### src/design/fdtf_pkg.sv
// Constants, field layouts and types for the fieldbus telegram master.
// Assumes a 25 MHz pclk and software access over a 32-bit APB slave port.
package fdtf_pkg;

  // Clock and default link timing
  localparam int unsigned CLK_HZ = 25_000_000;
  localparam int unsigned BAUD_DEFAULT = 9600;
  localparam int unsigned BAUD_MIN = 2400;
  localparam int unsigned BAUD_MAX = 115200;
  localparam logic [15:0] BAUD_DIV_RST = 16'(CLK_HZ / BAUD_DEFAULT);
  localparam int unsigned RESP_TIMEOUT_MS = 50;
  localparam logic [31:0] RESP_TIMEOUT_CYC = 32'(CLK_HZ / 1000 * RESP_TIMEOUT_MS);

  // APB register map, byte addresses
  localparam int unsigned ADDR_W = 12;
  localparam logic [11:0] REG_CTRL = 12'h000;
  localparam logic [11:0] REG_NODE = 12'h004;
  localparam logic [11:0] REG_TXLEN = 12'h008;
  localparam logic [11:0] REG_BAUD = 12'h00c;
  localparam logic [11:0] REG_TIMEOUT = 12'h010;
  localparam logic [11:0] REG_STATUS = 12'h014;
  localparam logic [11:0] REG_RXINFO = 12'h018;
  localparam logic [11:0] TXBUF_BASE = 12'h100;
  localparam logic [11:0] RXBUF_BASE = 12'h200;
  localparam int unsigned BUF_SEL_LSB = 7;
  localparam int unsigned WORD_LSB = 2;

  // Control register fields
  localparam int unsigned CTRL_START_BIT = 0;
  localparam int unsigned CTRL_PAR_EN_BIT = 1;
  localparam int unsigned CTRL_PAR_ODD_BIT = 2;
  localparam int unsigned CTRL_TWO_STOP_BIT = 3;
  localparam int unsigned NODE_W = 7;

  // Character framing
  localparam logic [3:0] CHAR_BASE_BITS = 4'ha;
  localparam int unsigned FRAME_W = 12;
  localparam int unsigned PAR_POS = 9;

  // Telegram framing
  localparam logic [7:0] STX_CHAR = 8'h02;
  localparam logic [7:0] LEN_OVERHEAD = 8'h02;
  localparam logic [7:0] ADDR_FMT = 8'h80;
  localparam logic [7:0] HDR_BYTES = 8'h03;
  localparam logic [7:0] PROC_LEN = 8'h04;
  localparam logic [7:0] PARAM_LEN = 8'h0c;
  localparam logic [7:0] TEXT_FIXED = 8'h0a;
  localparam logic [7:0] POS_LGE = 8'h01;
  localparam logic [7:0] POS_ADR = 8'h02;
  localparam logic [6:0] NODE_BCAST = 7'h00;

  // Telegram buffers
  localparam int unsigned MEM_AW = 5;
  localparam logic [7:0] MEM_DEPTH = 8'h20;

  typedef struct packed {
    logic two_stop;
    logic par_odd;
    logic par_en;
  } fdtf_char_cfg_t;

  typedef struct packed {
    logic check_err;
    logic len_err;
    logic addr_err;
    logic frame_err;
    logic parity_err;
    logic timeout;
    logic done;
    logic busy;
  } fdtf_status_t;

  typedef enum logic [2:0] {
    ST_IDLE    = 3'b000,
    ST_TX_NEXT = 3'b001,
    ST_TX_BIT  = 3'b011,
    ST_RX_WAIT = 3'b010,
    ST_RX_BIT  = 3'b110,
    ST_RX_NEXT = 3'b111,
    ST_DONE    = 3'b101
  } fdtf_state_t;

endpackage

### src/design/fdtf_master.sv
// Fieldbus telegram master: builds request telegrams, sends them over the
// half-duplex serial pins, collects and checks the reply, all under APB control.
// Assumes drive_serial_port_rxd is synchronous to pclk and idles high.
//
// Chosen here: the address map and the APB register port.
`timescale 1ns/1ns
module fdtf_master #(
  parameter logic [31:0] RESP_TIMEOUT_RST = fdtf_pkg::RESP_TIMEOUT_CYC
) (
  input wire logic pclk, // System clock, 25 MHz
  input wire logic presetn, // Asynchronous reset, active low
  input wire logic [fdtf_pkg::ADDR_W-1:0] paddr, // APB address
  input wire logic psel, // APB select
  input wire logic penable, // APB enable
  input wire logic pwrite, // APB direction
  input wire logic [31:0] pwdata, // APB write data
  output logic pready, // APB ready
  output logic [31:0] prdata, // APB read data
  output logic pslverr, // APB error
  input wire logic drive_serial_port_rxd, // Serial receive level
  output logic drive_serial_port_txd, // Serial transmit level
  output logic drive_serial_port_txd_oe // Line driver enable
);

  logic pready_q;
  logic pslverr_q;
  logic [31:0] prdata_q;
  logic [31:0] rd_mux;
  logic hit;
  logic wr_fire;
  logic txbuf_sel;
  logic rxbuf_sel;
  logic start_q;
  fdtf_pkg::fdtf_char_cfg_t cfg_q;
  logic [6:0] node_q;
  logic [7:0] txlen_q;
  logic [15:0] baud_div_q;
  logic [31:0] timeout_q;
  fdtf_pkg::fdtf_status_t stat_q;
  fdtf_pkg::fdtf_state_t state_q;
  logic [11:0] tx_sh_q;
  logic oe_q;
  logic [3:0] bit_idx_q;
  logic [15:0] baud_cnt_q;
  logic [7:0] pos_q;
  logic [7:0] bcc_q;
  logic [7:0] adr_q;
  logic [31:0] tout_cnt_q;
  logic [11:0] rx_sh_q;
  logic [7:0] rlen_q;
  logic [7:0] rx_adr_q;
  logic [7:0] tx_byte;
  logic [7:0] tx_mem_q;
  logic [7:0] rx_mem_q;
  logic [7:0] rx_byte;
  logic [3:0] tx_nbits;
  logic [3:0] rx_nbits;
  logic rx_par_bad;
  logic rx_stop_bad;
  logic rx_wr;
  logic [7:0] tx_mem_idx;
  logic [7:0] rx_mem_idx;

  assign pready = pready_q;
  assign prdata = prdata_q;
  assign pslverr = pslverr_q;
  assign drive_serial_port_txd = tx_sh_q[0];
  assign drive_serial_port_txd_oe = oe_q;

  // Address decode and read mux
  assign txbuf_sel = paddr[fdtf_pkg::ADDR_W-1:fdtf_pkg::BUF_SEL_LSB] ==
                     fdtf_pkg::TXBUF_BASE[fdtf_pkg::ADDR_W-1:fdtf_pkg::BUF_SEL_LSB];
  assign rxbuf_sel = paddr[fdtf_pkg::ADDR_W-1:fdtf_pkg::BUF_SEL_LSB] ==
                     fdtf_pkg::RXBUF_BASE[fdtf_pkg::ADDR_W-1:fdtf_pkg::BUF_SEL_LSB];

  always_comb begin
    hit = 1'b1;
    rd_mux = 32'h0000_0000;
    if (paddr == fdtf_pkg::REG_CTRL) begin
      rd_mux = {28'h0000000, cfg_q, 1'b0};
    end else if (paddr == fdtf_pkg::REG_NODE) begin
      rd_mux = {25'h0000000, node_q};
    end else if (paddr == fdtf_pkg::REG_TXLEN) begin
      rd_mux = {24'h000000, txlen_q};
    end else if (paddr == fdtf_pkg::REG_BAUD) begin
      rd_mux = {16'h0000, baud_div_q};
    end else if (paddr == fdtf_pkg::REG_TIMEOUT) begin
      rd_mux = timeout_q;
    end else if (paddr == fdtf_pkg::REG_STATUS && !pwrite) begin
      rd_mux = {24'h000000, stat_q};
    end else if (paddr == fdtf_pkg::REG_RXINFO && !pwrite) begin
      rd_mux = {16'h0000, rx_adr_q, rlen_q - fdtf_pkg::LEN_OVERHEAD};
    end else if (txbuf_sel && pwrite) begin
      rd_mux = 32'h0000_0000;
    end else if (rxbuf_sel && !pwrite) begin
      rd_mux = {24'h000000, rx_mem_q};
    end else begin
      hit = 1'b0;
    end
  end

  assign wr_fire = psel && penable && pready_q && pwrite && hit;

  // APB handshake: two-cycle access phase so buffer reads settle
  always_ff @(posedge pclk or negedge presetn) begin
    if (!presetn) begin
      pready_q <= 1'b0;
      pslverr_q <= 1'b0;
      prdata_q <= 32'h0000_0000;
    end else if (psel && penable && !pready_q) begin
      pready_q <= 1'b1;
      pslverr_q <= !hit;
      prdata_q <= pwrite ? 32'h0000_0000 : rd_mux;
    end else begin
      pready_q <= 1'b0;
      pslverr_q <= 1'b0;
    end
  end

  // Software configuration
  always_ff @(posedge pclk or negedge presetn) begin
    if (!presetn) begin
      start_q <= 1'b0;
      cfg_q <= '{two_stop: 1'b0, par_odd: 1'b0, par_en: 1'b1};
      node_q <= 7'h00;
      txlen_q <= fdtf_pkg::PROC_LEN;
      baud_div_q <= fdtf_pkg::BAUD_DIV_RST;
      timeout_q <= RESP_TIMEOUT_RST;
    end else begin
      start_q <= wr_fire && paddr == fdtf_pkg::REG_CTRL && pwdata[fdtf_pkg::CTRL_START_BIT];
      if (wr_fire && paddr == fdtf_pkg::REG_CTRL) begin
        cfg_q.par_en <= pwdata[fdtf_pkg::CTRL_PAR_EN_BIT];
        cfg_q.par_odd <= pwdata[fdtf_pkg::CTRL_PAR_ODD_BIT];
        cfg_q.two_stop <= pwdata[fdtf_pkg::CTRL_TWO_STOP_BIT];
      end
      if (wr_fire && paddr == fdtf_pkg::REG_NODE) begin
        node_q <= pwdata[fdtf_pkg::NODE_W-1:0];
      end
      if (wr_fire && paddr == fdtf_pkg::REG_TXLEN) begin
        txlen_q <= pwdata[7:0];
      end
      if (wr_fire && paddr == fdtf_pkg::REG_BAUD) begin
        baud_div_q <= pwdata[15:0];
      end
      if (wr_fire && paddr == fdtf_pkg::REG_TIMEOUT) begin
        timeout_q <= pwdata;
      end
    end
  end

  assign tx_mem_idx = pos_q - fdtf_pkg::HDR_BYTES;
  assign rx_mem_idx = pos_q - fdtf_pkg::HDR_BYTES;

  fdtf_buf_mem u_tx_mem (
    .pclk(pclk),
    .presetn(presetn),
    .wr_en(wr_fire && txbuf_sel),
    .wr_addr(paddr[fdtf_pkg::WORD_LSB+fdtf_pkg::MEM_AW-1:fdtf_pkg::WORD_LSB]),
    .wr_data(pwdata[7:0]),
    .rd_addr(tx_mem_idx[fdtf_pkg::MEM_AW-1:0]),
    .rd_data_q(tx_mem_q)
  );

  fdtf_buf_mem u_rx_mem (
    .pclk(pclk),
    .presetn(presetn),
    .wr_en(rx_wr),
    .wr_addr(rx_mem_idx[fdtf_pkg::MEM_AW-1:0]),
    .wr_data(rx_byte),
    .rd_addr(paddr[fdtf_pkg::WORD_LSB+fdtf_pkg::MEM_AW-1:fdtf_pkg::WORD_LSB]),
    .rd_data_q(rx_mem_q)
  );

  assign tx_nbits = fdtf_pkg::CHAR_BASE_BITS + {3'b000, cfg_q.par_en} + {3'b000, cfg_q.two_stop};
  assign rx_nbits = fdtf_pkg::CHAR_BASE_BITS + {3'b000, cfg_q.par_en};

  always_comb begin
    tx_byte = tx_mem_q;
    if (pos_q == 8'h00) begin
      tx_byte = fdtf_pkg::STX_CHAR;
    end else if (pos_q == fdtf_pkg::POS_LGE) begin
      tx_byte = txlen_q + fdtf_pkg::LEN_OVERHEAD;
    end else if (pos_q == fdtf_pkg::POS_ADR) begin
      tx_byte = adr_q;
    end else if (pos_q == txlen_q + fdtf_pkg::HDR_BYTES) begin
      tx_byte = bcc_q;
    end
  end

  assign rx_byte = rx_sh_q[8:1];
  // even or odd parity check over data and parity, chosen by par_odd
  assign rx_par_bad = cfg_q.par_en && ((^rx_sh_q[fdtf_pkg::PAR_POS:1]) != cfg_q.par_odd);
  assign rx_stop_bad = !rx_sh_q[rx_nbits - 4'h1];
  assign rx_wr = state_q == fdtf_pkg::ST_RX_NEXT && !rx_par_bad && !rx_stop_bad &&
                 pos_q >= fdtf_pkg::HDR_BYTES && pos_q <= rlen_q;

  // Telegram sequencer and serial engine
  // sole master starts transfers
  always_ff @(posedge pclk or negedge presetn) begin
    if (!presetn) begin
      state_q <= fdtf_pkg::ST_IDLE;
      stat_q <= '0;
      tx_sh_q <= '1;
      oe_q <= 1'b0;
      bit_idx_q <= 4'h0;
      baud_cnt_q <= 16'h0000;
      pos_q <= 8'h00;
      bcc_q <= 8'h00;
      adr_q <= 8'h00;
      tout_cnt_q <= 32'h0000_0000;
      rx_sh_q <= '1;
      rlen_q <= fdtf_pkg::LEN_OVERHEAD;
      rx_adr_q <= 8'h00;
    end else begin
      case (state_q)
        fdtf_pkg::ST_IDLE: begin
          if (start_q) begin
            stat_q <= '{busy: 1'b1, default: 1'b0};
            pos_q <= 8'h00;
            bcc_q <= 8'h00;
            rlen_q <= fdtf_pkg::LEN_OVERHEAD;
            // address format bit with node number
            adr_q <= fdtf_pkg::ADDR_FMT | {1'b0, node_q};
            if (txlen_q > fdtf_pkg::MEM_DEPTH) begin
              stat_q.len_err <= 1'b1;
              state_q <= fdtf_pkg::ST_DONE;
            end else begin
              state_q <= fdtf_pkg::ST_TX_NEXT;
            end
          end
        end
        fdtf_pkg::ST_TX_NEXT: begin
          if (pos_q > txlen_q + fdtf_pkg::HDR_BYTES) begin
            // release the line after the request
            oe_q <= 1'b0;
            pos_q <= 8'h00;
            bcc_q <= 8'h00;
            tout_cnt_q <= timeout_q;
            state_q <= (adr_q[6:0] == fdtf_pkg::NODE_BCAST) ? fdtf_pkg::ST_DONE : fdtf_pkg::ST_RX_WAIT;
          end else begin
            oe_q <= 1'b1;
            tx_sh_q <= {2'b11, cfg_q.par_en ? (^tx_byte ^ cfg_q.par_odd) : 1'b1, tx_byte, 1'b0};
            bcc_q <= bcc_q ^ tx_byte;
            pos_q <= pos_q + 8'h01;
            bit_idx_q <= 4'h0;
            baud_cnt_q <= baud_div_q - 16'h0001;
            state_q <= fdtf_pkg::ST_TX_BIT;
          end
        end
        fdtf_pkg::ST_TX_BIT: begin
          if (baud_cnt_q != 16'h0000) begin
            baud_cnt_q <= baud_cnt_q - 16'h0001;
          end else if (bit_idx_q == tx_nbits - 4'h1) begin
            tx_sh_q <= '1;
            state_q <= fdtf_pkg::ST_TX_NEXT;
          end else begin
            tx_sh_q <= {1'b1, tx_sh_q[11:1]};
            bit_idx_q <= bit_idx_q + 4'h1;
            baud_cnt_q <= baud_div_q - 16'h0001;
          end
        end
        fdtf_pkg::ST_RX_WAIT: begin
          if (tout_cnt_q == 32'h0000_0000) begin
            // reply too late counts as missing
            stat_q.timeout <= 1'b1;
            state_q <= fdtf_pkg::ST_DONE;
          end else if (!drive_serial_port_rxd) begin
            bit_idx_q <= 4'h0;
            baud_cnt_q <= {1'b0, baud_div_q[15:1]};
            state_q <= fdtf_pkg::ST_RX_BIT;
          end else begin
            tout_cnt_q <= tout_cnt_q - 32'h0000_0001;
          end
        end
        fdtf_pkg::ST_RX_BIT: begin
          if (baud_cnt_q != 16'h0000) begin
            baud_cnt_q <= baud_cnt_q - 16'h0001;
          end else if (bit_idx_q == 4'h0 && drive_serial_port_rxd) begin
            state_q <= fdtf_pkg::ST_RX_WAIT;
          end else begin
            rx_sh_q[bit_idx_q] <= drive_serial_port_rxd;
            bit_idx_q <= bit_idx_q + 4'h1;
            baud_cnt_q <= baud_div_q - 16'h0001;
            if (bit_idx_q == rx_nbits - 4'h1) begin
              state_q <= fdtf_pkg::ST_RX_NEXT;
            end
          end
        end
        fdtf_pkg::ST_RX_NEXT: begin
          bcc_q <= bcc_q ^ rx_byte;
          pos_q <= pos_q + 8'h01;
          tout_cnt_q <= timeout_q;
          state_q <= fdtf_pkg::ST_RX_WAIT;
          if (rx_par_bad) begin
            stat_q.parity_err <= 1'b1;
            state_q <= fdtf_pkg::ST_DONE;
          end else if (rx_stop_bad || (pos_q == 8'h00 && rx_byte != fdtf_pkg::STX_CHAR)) begin
            stat_q.frame_err <= 1'b1;
            state_q <= fdtf_pkg::ST_DONE;
          end else if (pos_q == fdtf_pkg::POS_LGE) begin
            rlen_q <= rx_byte;
            if (rx_byte < fdtf_pkg::LEN_OVERHEAD || rx_byte - fdtf_pkg::LEN_OVERHEAD > fdtf_pkg::MEM_DEPTH) begin
              stat_q.len_err <= 1'b1;
              state_q <= fdtf_pkg::ST_DONE;
            end
          end else if (pos_q == fdtf_pkg::POS_ADR) begin
            rx_adr_q <= rx_byte;
            // only the polled node may answer
            if (rx_byte != adr_q) begin
              stat_q.addr_err <= 1'b1;
              state_q <= fdtf_pkg::ST_DONE;
            end
          end else if (pos_q == rlen_q + 8'h01) begin
            state_q <= fdtf_pkg::ST_DONE;
            // XOR over whole telegram is zero
            if ((bcc_q ^ rx_byte) != 8'h00) begin
              stat_q.check_err <= 1'b1;
            end else if ((txlen_q == fdtf_pkg::PROC_LEN || txlen_q == fdtf_pkg::PARAM_LEN) &&
                         rlen_q != txlen_q + fdtf_pkg::LEN_OVERHEAD) begin
              stat_q.len_err <= 1'b1;
            // text reply holds its fixed part
            end else if (txlen_q != fdtf_pkg::PROC_LEN && txlen_q != fdtf_pkg::PARAM_LEN &&
                         rlen_q < fdtf_pkg::TEXT_FIXED) begin
              stat_q.len_err <= 1'b1;
            end
          end
        end
        fdtf_pkg::ST_DONE: begin
          oe_q <= 1'b0;
          stat_q.busy <= 1'b0;
          stat_q.done <= 1'b1;
          state_q <= fdtf_pkg::ST_IDLE;
        end
        default: begin
          state_q <= fdtf_pkg::ST_IDLE;
        end
      endcase
    end
  end

endmodule

### src/design/fdtf_buf_mem.sv
// Byte buffer for one telegram, one write port and a registered read port.
// Assumes both ports run on pclk; read data appear one edge after the address.
`timescale 1ns/1ns
module fdtf_buf_mem (
  input wire logic pclk, // System clock
  input wire logic presetn, // Asynchronous reset, active low
  input wire logic wr_en, // Write strobe
  input wire logic [fdtf_pkg::MEM_AW-1:0] wr_addr, // Write index
  input wire logic [7:0] wr_data, // Write byte
  input wire logic [fdtf_pkg::MEM_AW-1:0] rd_addr, // Read index
  output logic [7:0] rd_data_q // Registered read byte
);

  logic [7:0] mem [0:(1 << fdtf_pkg::MEM_AW)-1];

  always_ff @(posedge pclk) begin
    if (wr_en) begin
      mem[wr_addr] <= wr_data;
    end
  end

  always_ff @(posedge pclk or negedge presetn) begin
    if (!presetn) begin
      rd_data_q <= 8'h00;
    end else begin
      rd_data_q <= mem[rd_addr];
    end
  end

endmodule

### config.mk
export PLATFORM = sky130hd
export DESIGN_NAME = fdtf_master
export DESIGN_NICKNAME = d
export VERILOG_FILES = /design/src/design/fdtf_pkg.sv /design/src/design/fdtf_master.sv /design/src/design/fdtf_buf_mem.sv
export SDC_FILE = /design/constraint.sdc
export NUM_CORES = 1
export LEC_CHECK = 0
export ABC_AREA = 1
export BUFFER_PORTS_ARGS = -buffer_cell sky130_fd_sc_hd__buf_2
export CAP_MARGIN = 20
export CORE_MARGIN = 2
export CORE_UTILIZATION = 45
export CTS_BUF_LIST = sky130_fd_sc_hd__clkbuf_2
export CTS_CLUSTER_DIAMETER = 100
export CTS_CLUSTER_SIZE = 30
export DETAILED_ROUTE_END_ITERATION = 8
export HOLD_SLACK_MARGIN = 0.12
export PLACE_DENSITY = 0.62
export SETUP_SLACK_MARGIN = 0.1
export SKIP_LAST_GASP = 1
export SLEW_MARGIN = 5
export SYNTH_ARGS = -nofsm -noshare
export SYNTH_HDL_FRONTEND = slang
export SYNTH_SLANG_ARGS = --single-unit
### constraint.sdc
create_clock -name pclk -period 4.5 [get_ports pclk]
set_input_delay 1.35 -clock pclk [delete_from_list [all_inputs] [get_ports pclk]]
set_output_delay 1.35 -clock pclk [all_outputs]
set_load 0.03 [all_outputs]
==> flow_metrics.tcl <==
set metrics [dict create \
    worst_pin_slew_ps 1040 \
    rrSetupSlack_ps 380 \
    intPower_mw 9.99 \
    pre_cts_ws_ps 362 \
    synth_area_um2 34400 \
    p_clk_frac 0.154 \
    cts_resized 0 \
    hold_ws_ps 230 \
    groute.usage.overall 0.244 \
    finalHoldViolCount 0 \
    grt_pass1_wl_um 147000 \
    combPwrFrac 0.361 \
    fp-row-count 101 \
    p_total_mw 16.7 \
    max_freq_mhz 243 \
    crit_type "reg -> reg" \
    dpl.hpwl_um 66200 \
    hold_start "pwdata[18]" \
    ys_types 64 \
    start_kind "flip-flop" \
    cts_sinks 753 \
    drt_iter0_drc 2341 \
    power_density_nw_per_um2 452 \
    setup_violations 0 \
    cpLargestDelayFamily "simple AND/OR/NAND/NOR gates" \
    worstReg2RegStart "rx_sh_q[5]" \
    hold_depth 3 \
    relSlewSlack 0.305 \
    clkTransAtPathRegs_ps 490 \
    startpoint "rx_sh_q[5]" \
    period_share 0.915 \
    drive_above_1_share 0.111 \
    cp_max_fo 8 \
    insertion_delay_ps 1320 \
    clock-root-buffer "clkbuf_2" \
    worst_ep_arrival_time_ps 4930 \
    finalWorstSetupSlack_ps 383 \
    area.growth.synth_to_final_pct 7.33 \
    leakagePower_nw 14.3 \
    cpPeakStageDelay_ps 710 \
    place_congestion 0.915 \
    synth_edf_count 512 \
    cts_buffers 35 \
    async_flop_share 0.320 \
    cts.path.max_buffers 3 \
    worstPathCellList "inv_1 -> ha_1 -> xnor2_1 -> xor2_1 -> nand2_1 -> nand3_1 -> nand2_1 -> a211oi_1 -> nand2_1 -> nor2_1" \
    rsz0062_at_grt "false" \
    wl_um 97100 \
    min_period_ps 4120 \
    cts_tree "built" \
    ant_nets 0 \
    slowest_stage "nor2_1" \
    post_cts_buffers 0 \
    synthFlopType "edfxtp_1" \
    core-area_um2 75800 \
    rr_endpoint "u_rx_mem.mem[27][2]" \
    nets 3533 \
    crit_buf_inv 1 \
    worstPathRequired_ps 5310 \
    overflow 0 \
    syn-num-nets 3426 \
    drc 0 \
    dieArea_um2 78700 \
    end_kind "flip-flop" \
    cts_htree_levels 2 \
    hold_path_class "in -> reg" \
    avgSynthCellArea_um2 10.3 \
    skew_ps 209 \
    fp.dieH_um 281 \
    num_vias 25262 \
    ir_drop_mv 0.381 \
    wire_per_inst_um 21.9 \
    tns_ps 0 \
    switching_power_mw 6.71 \
    vias_per_cell 5.69 \
    netlist_instances 3330 \
    yosysWarnings 0 \
    numPortBuffers 85 \
    grt_start_max_net_pins 104 \
    fp.dieW_um 281 \
    grt_pass1_vias 24116 \
    maxCapViolations 0 \
    reg2regPathDepth 10 \
    synth_seq_cells 753 \
    hold_path_end "timeout_q[18]" \
    crit_top_cell "nand2_1" \
    initial_core_util 0.454 \
    p_seq_frac 0.485 \
    synth_seq_area_share 0.623 \
    pin_count 86 \
    sw_frac_of_total 0.402 \
    status "completed" \
    antenna_found_initial 3 \
    slew_violations 0 \
    drt_pass1_iterations 6 \
]
==> routing by layer <==
layer / GRT usage / vias up / routed length [um]
met3: 0.0301 / 136 / 6000
met4: 0.0765 / 0 / 2920
met5: 0 / - / 0
li1: - / 11851 / -
met2: 0.404 / 882 / 45900
met1: 0.337 / 12393 / 42300
==> worst max path at each step <==
stage,end,cells after the start
2_1_floorplan,u_rx_mem.mem[0][0],16
3_3_place_gp,u_tx_mem.mem[30][1],16
3_5_place_dp,u_tx_mem.mem[28][3],16
4_1_cts,u_rx_mem.mem[27][2],10
5_1_grt,u_rx_mem.mem[27][2],13
6_report,u_rx_mem.mem[27][2],10
==> logic make-up (layout without fill, tap and decap cells) <==
kind of cell / Yosys count / after routing / share of synthesized area
other: 0 / 1 / 0
multiplexers: 2 / 2 / 0.000582
adder cells (fa/ha/maj): 46 / 46 / 0.0167
AND/OR/NAND/NOR: 1339 / 1339 / 0.165
XOR/XNOR: 84 / 84 / 0.0214
AO/OA/AOI/OAI: 725 / 725 / 0.127
flip-flops: 753 / 753 / 0.623
buffers and inverters: 381 / 511 / 0.0453
==> registers in the layout (all words and copies together), names as in the netlist, 3 cells and up <==
register and count:
tx_sh_q 10, adr_q 8, timeout_q 32, rx_adr_q 8, pos_q 8, tout_cnt_q 32, rlen_q 8, cfg_q 3
bcc_q 8, u_tx_mem.mem 256, rx_sh_q 10, stat_q 8, u_rx_mem.mem 256, txlen_q 8, node_q 7, state_q 3
baud_cnt_q 16, bit_idx_q 4, u_rx_mem.rd_data_q 8, u_tx_mem.rd_data_q 8, prdata 32, baud_div_q 16
==> worst reg2reg max path, cell delays in order (launching register included) <==
cell and delay [ps]:
dfstp_2 630, inv_1 130, ha_1 340, xnor2_1 200
xor2_1 210, nand2_1 70, nand3_1 130, nand2_1 160
a211oi_1 680, nand2_1 510, nor2_1 710
==> what timing repair did <==
action / CTS / global route
hold endpoints to repair: 81 / 0
endpoints found under the setup margin: 0 / 0
hold buffers: 16 / 0
==> placed cells by master, fill, tap and decap left out, drive strengths merged, types with 14 or more instances in the layout <==
cell and count:
o22ai 61, nor4 15, o221ai 18, o21ai 352, dlygate4sd3 16, nor2 403, ha 46, inv 233
nor3 36, buf 201, a31oi 26, a21oi 107, nand4 51, edfxtp 512, dfstp 36, clkinv 14
xor2 63, a22oi 77, nand3 147, dfrtp 205, nand2 672, clkbuf 46, xnor2 21, o211ai 21
==> power by group through the flow <==
stage | Clock, mW | Combinational [mW] | Sequential, mW
2_1_floorplan | 0 | 4.19 | 8.14
5_1_grt | 2.84 | 6.74 | 8.16
4_1_cts | 2.63 | 6.00 | 8.10
6_report | 2.58 | 6.02 | 8.10
3_3_place_gp | 0 | 5.93 | 8.22
3_5_place_dp | 0 | 5.96 | 8.22
==> cell usage after synthesis, types with 6 or more instances <==
cell type / instances / share of area
nor2_4: 10 / 0.0033
clkbuf_1: 102 / 0.011
buf_6: 11 / 0.0036
a211oi_1: 12 / 0.0026
a32o_1: 11 / 0.0032
a221oi_1: 9 / 0.0023
inv_2: 13 / 0.0014
nor2_1: 385 / 0.042
dfstp_2: 36 / 0.027
xnor2_1: 21 / 0.0053
buf_2: 19 / 0.0028
inv_1: 215 / 0.023
o31ai_1: 8 / 0.0017
o21ai_2: 25 / 0.0064
ha_1: 46 / 0.017
o221ai_1: 18 / 0.0046
buf_1: 10 / 0.0011
xor2_1: 63 / 0.016
nand2_1: 663 / 0.072
edfxtp_1: 512 / 0.45
nand3_1: 145 / 0.021
nor4_1: 14 / 0.0025
nand4_1: 50 / 0.0091
nor3_1: 32 / 0.0047
o22ai_1: 61 / 0.011
o21ai_0: 309 / 0.045
a21oi_1: 105 / 0.015
dfrtp_1: 205 / 0.15
a22oi_1: 77 / 0.017
a31oi_1: 26 / 0.0047
o2111ai_1: 6 / 0.0015
o211ai_1: 21 / 0.0046
nor2_2: 7 / 0.0013
o21ai_1: 18 / 0.0026
==> per-stage QoR <==
step,area (um^2),instances,util
5_1_grt,36900,4439,0.487
3_5_place_dp,36300,4362,0.479
3_3_place_gp,36300,4362,0.479
4_1_cts,36900,4438,0.487
2_1_floorplan,34400,3330,-
6_report,36900,4439,0.487
==> layout make-up <==
class,count,area [um^2]
timing repair buffer,217,1520
antenna,1,2.50
clock buffer,46,230
fill,6990,38900
clock inverter,14,203
tap,978,1220
inverter,234,882
sequential,753,21500
multi-input combinational,2196,11400
Power figures use the tool's default switching activity.
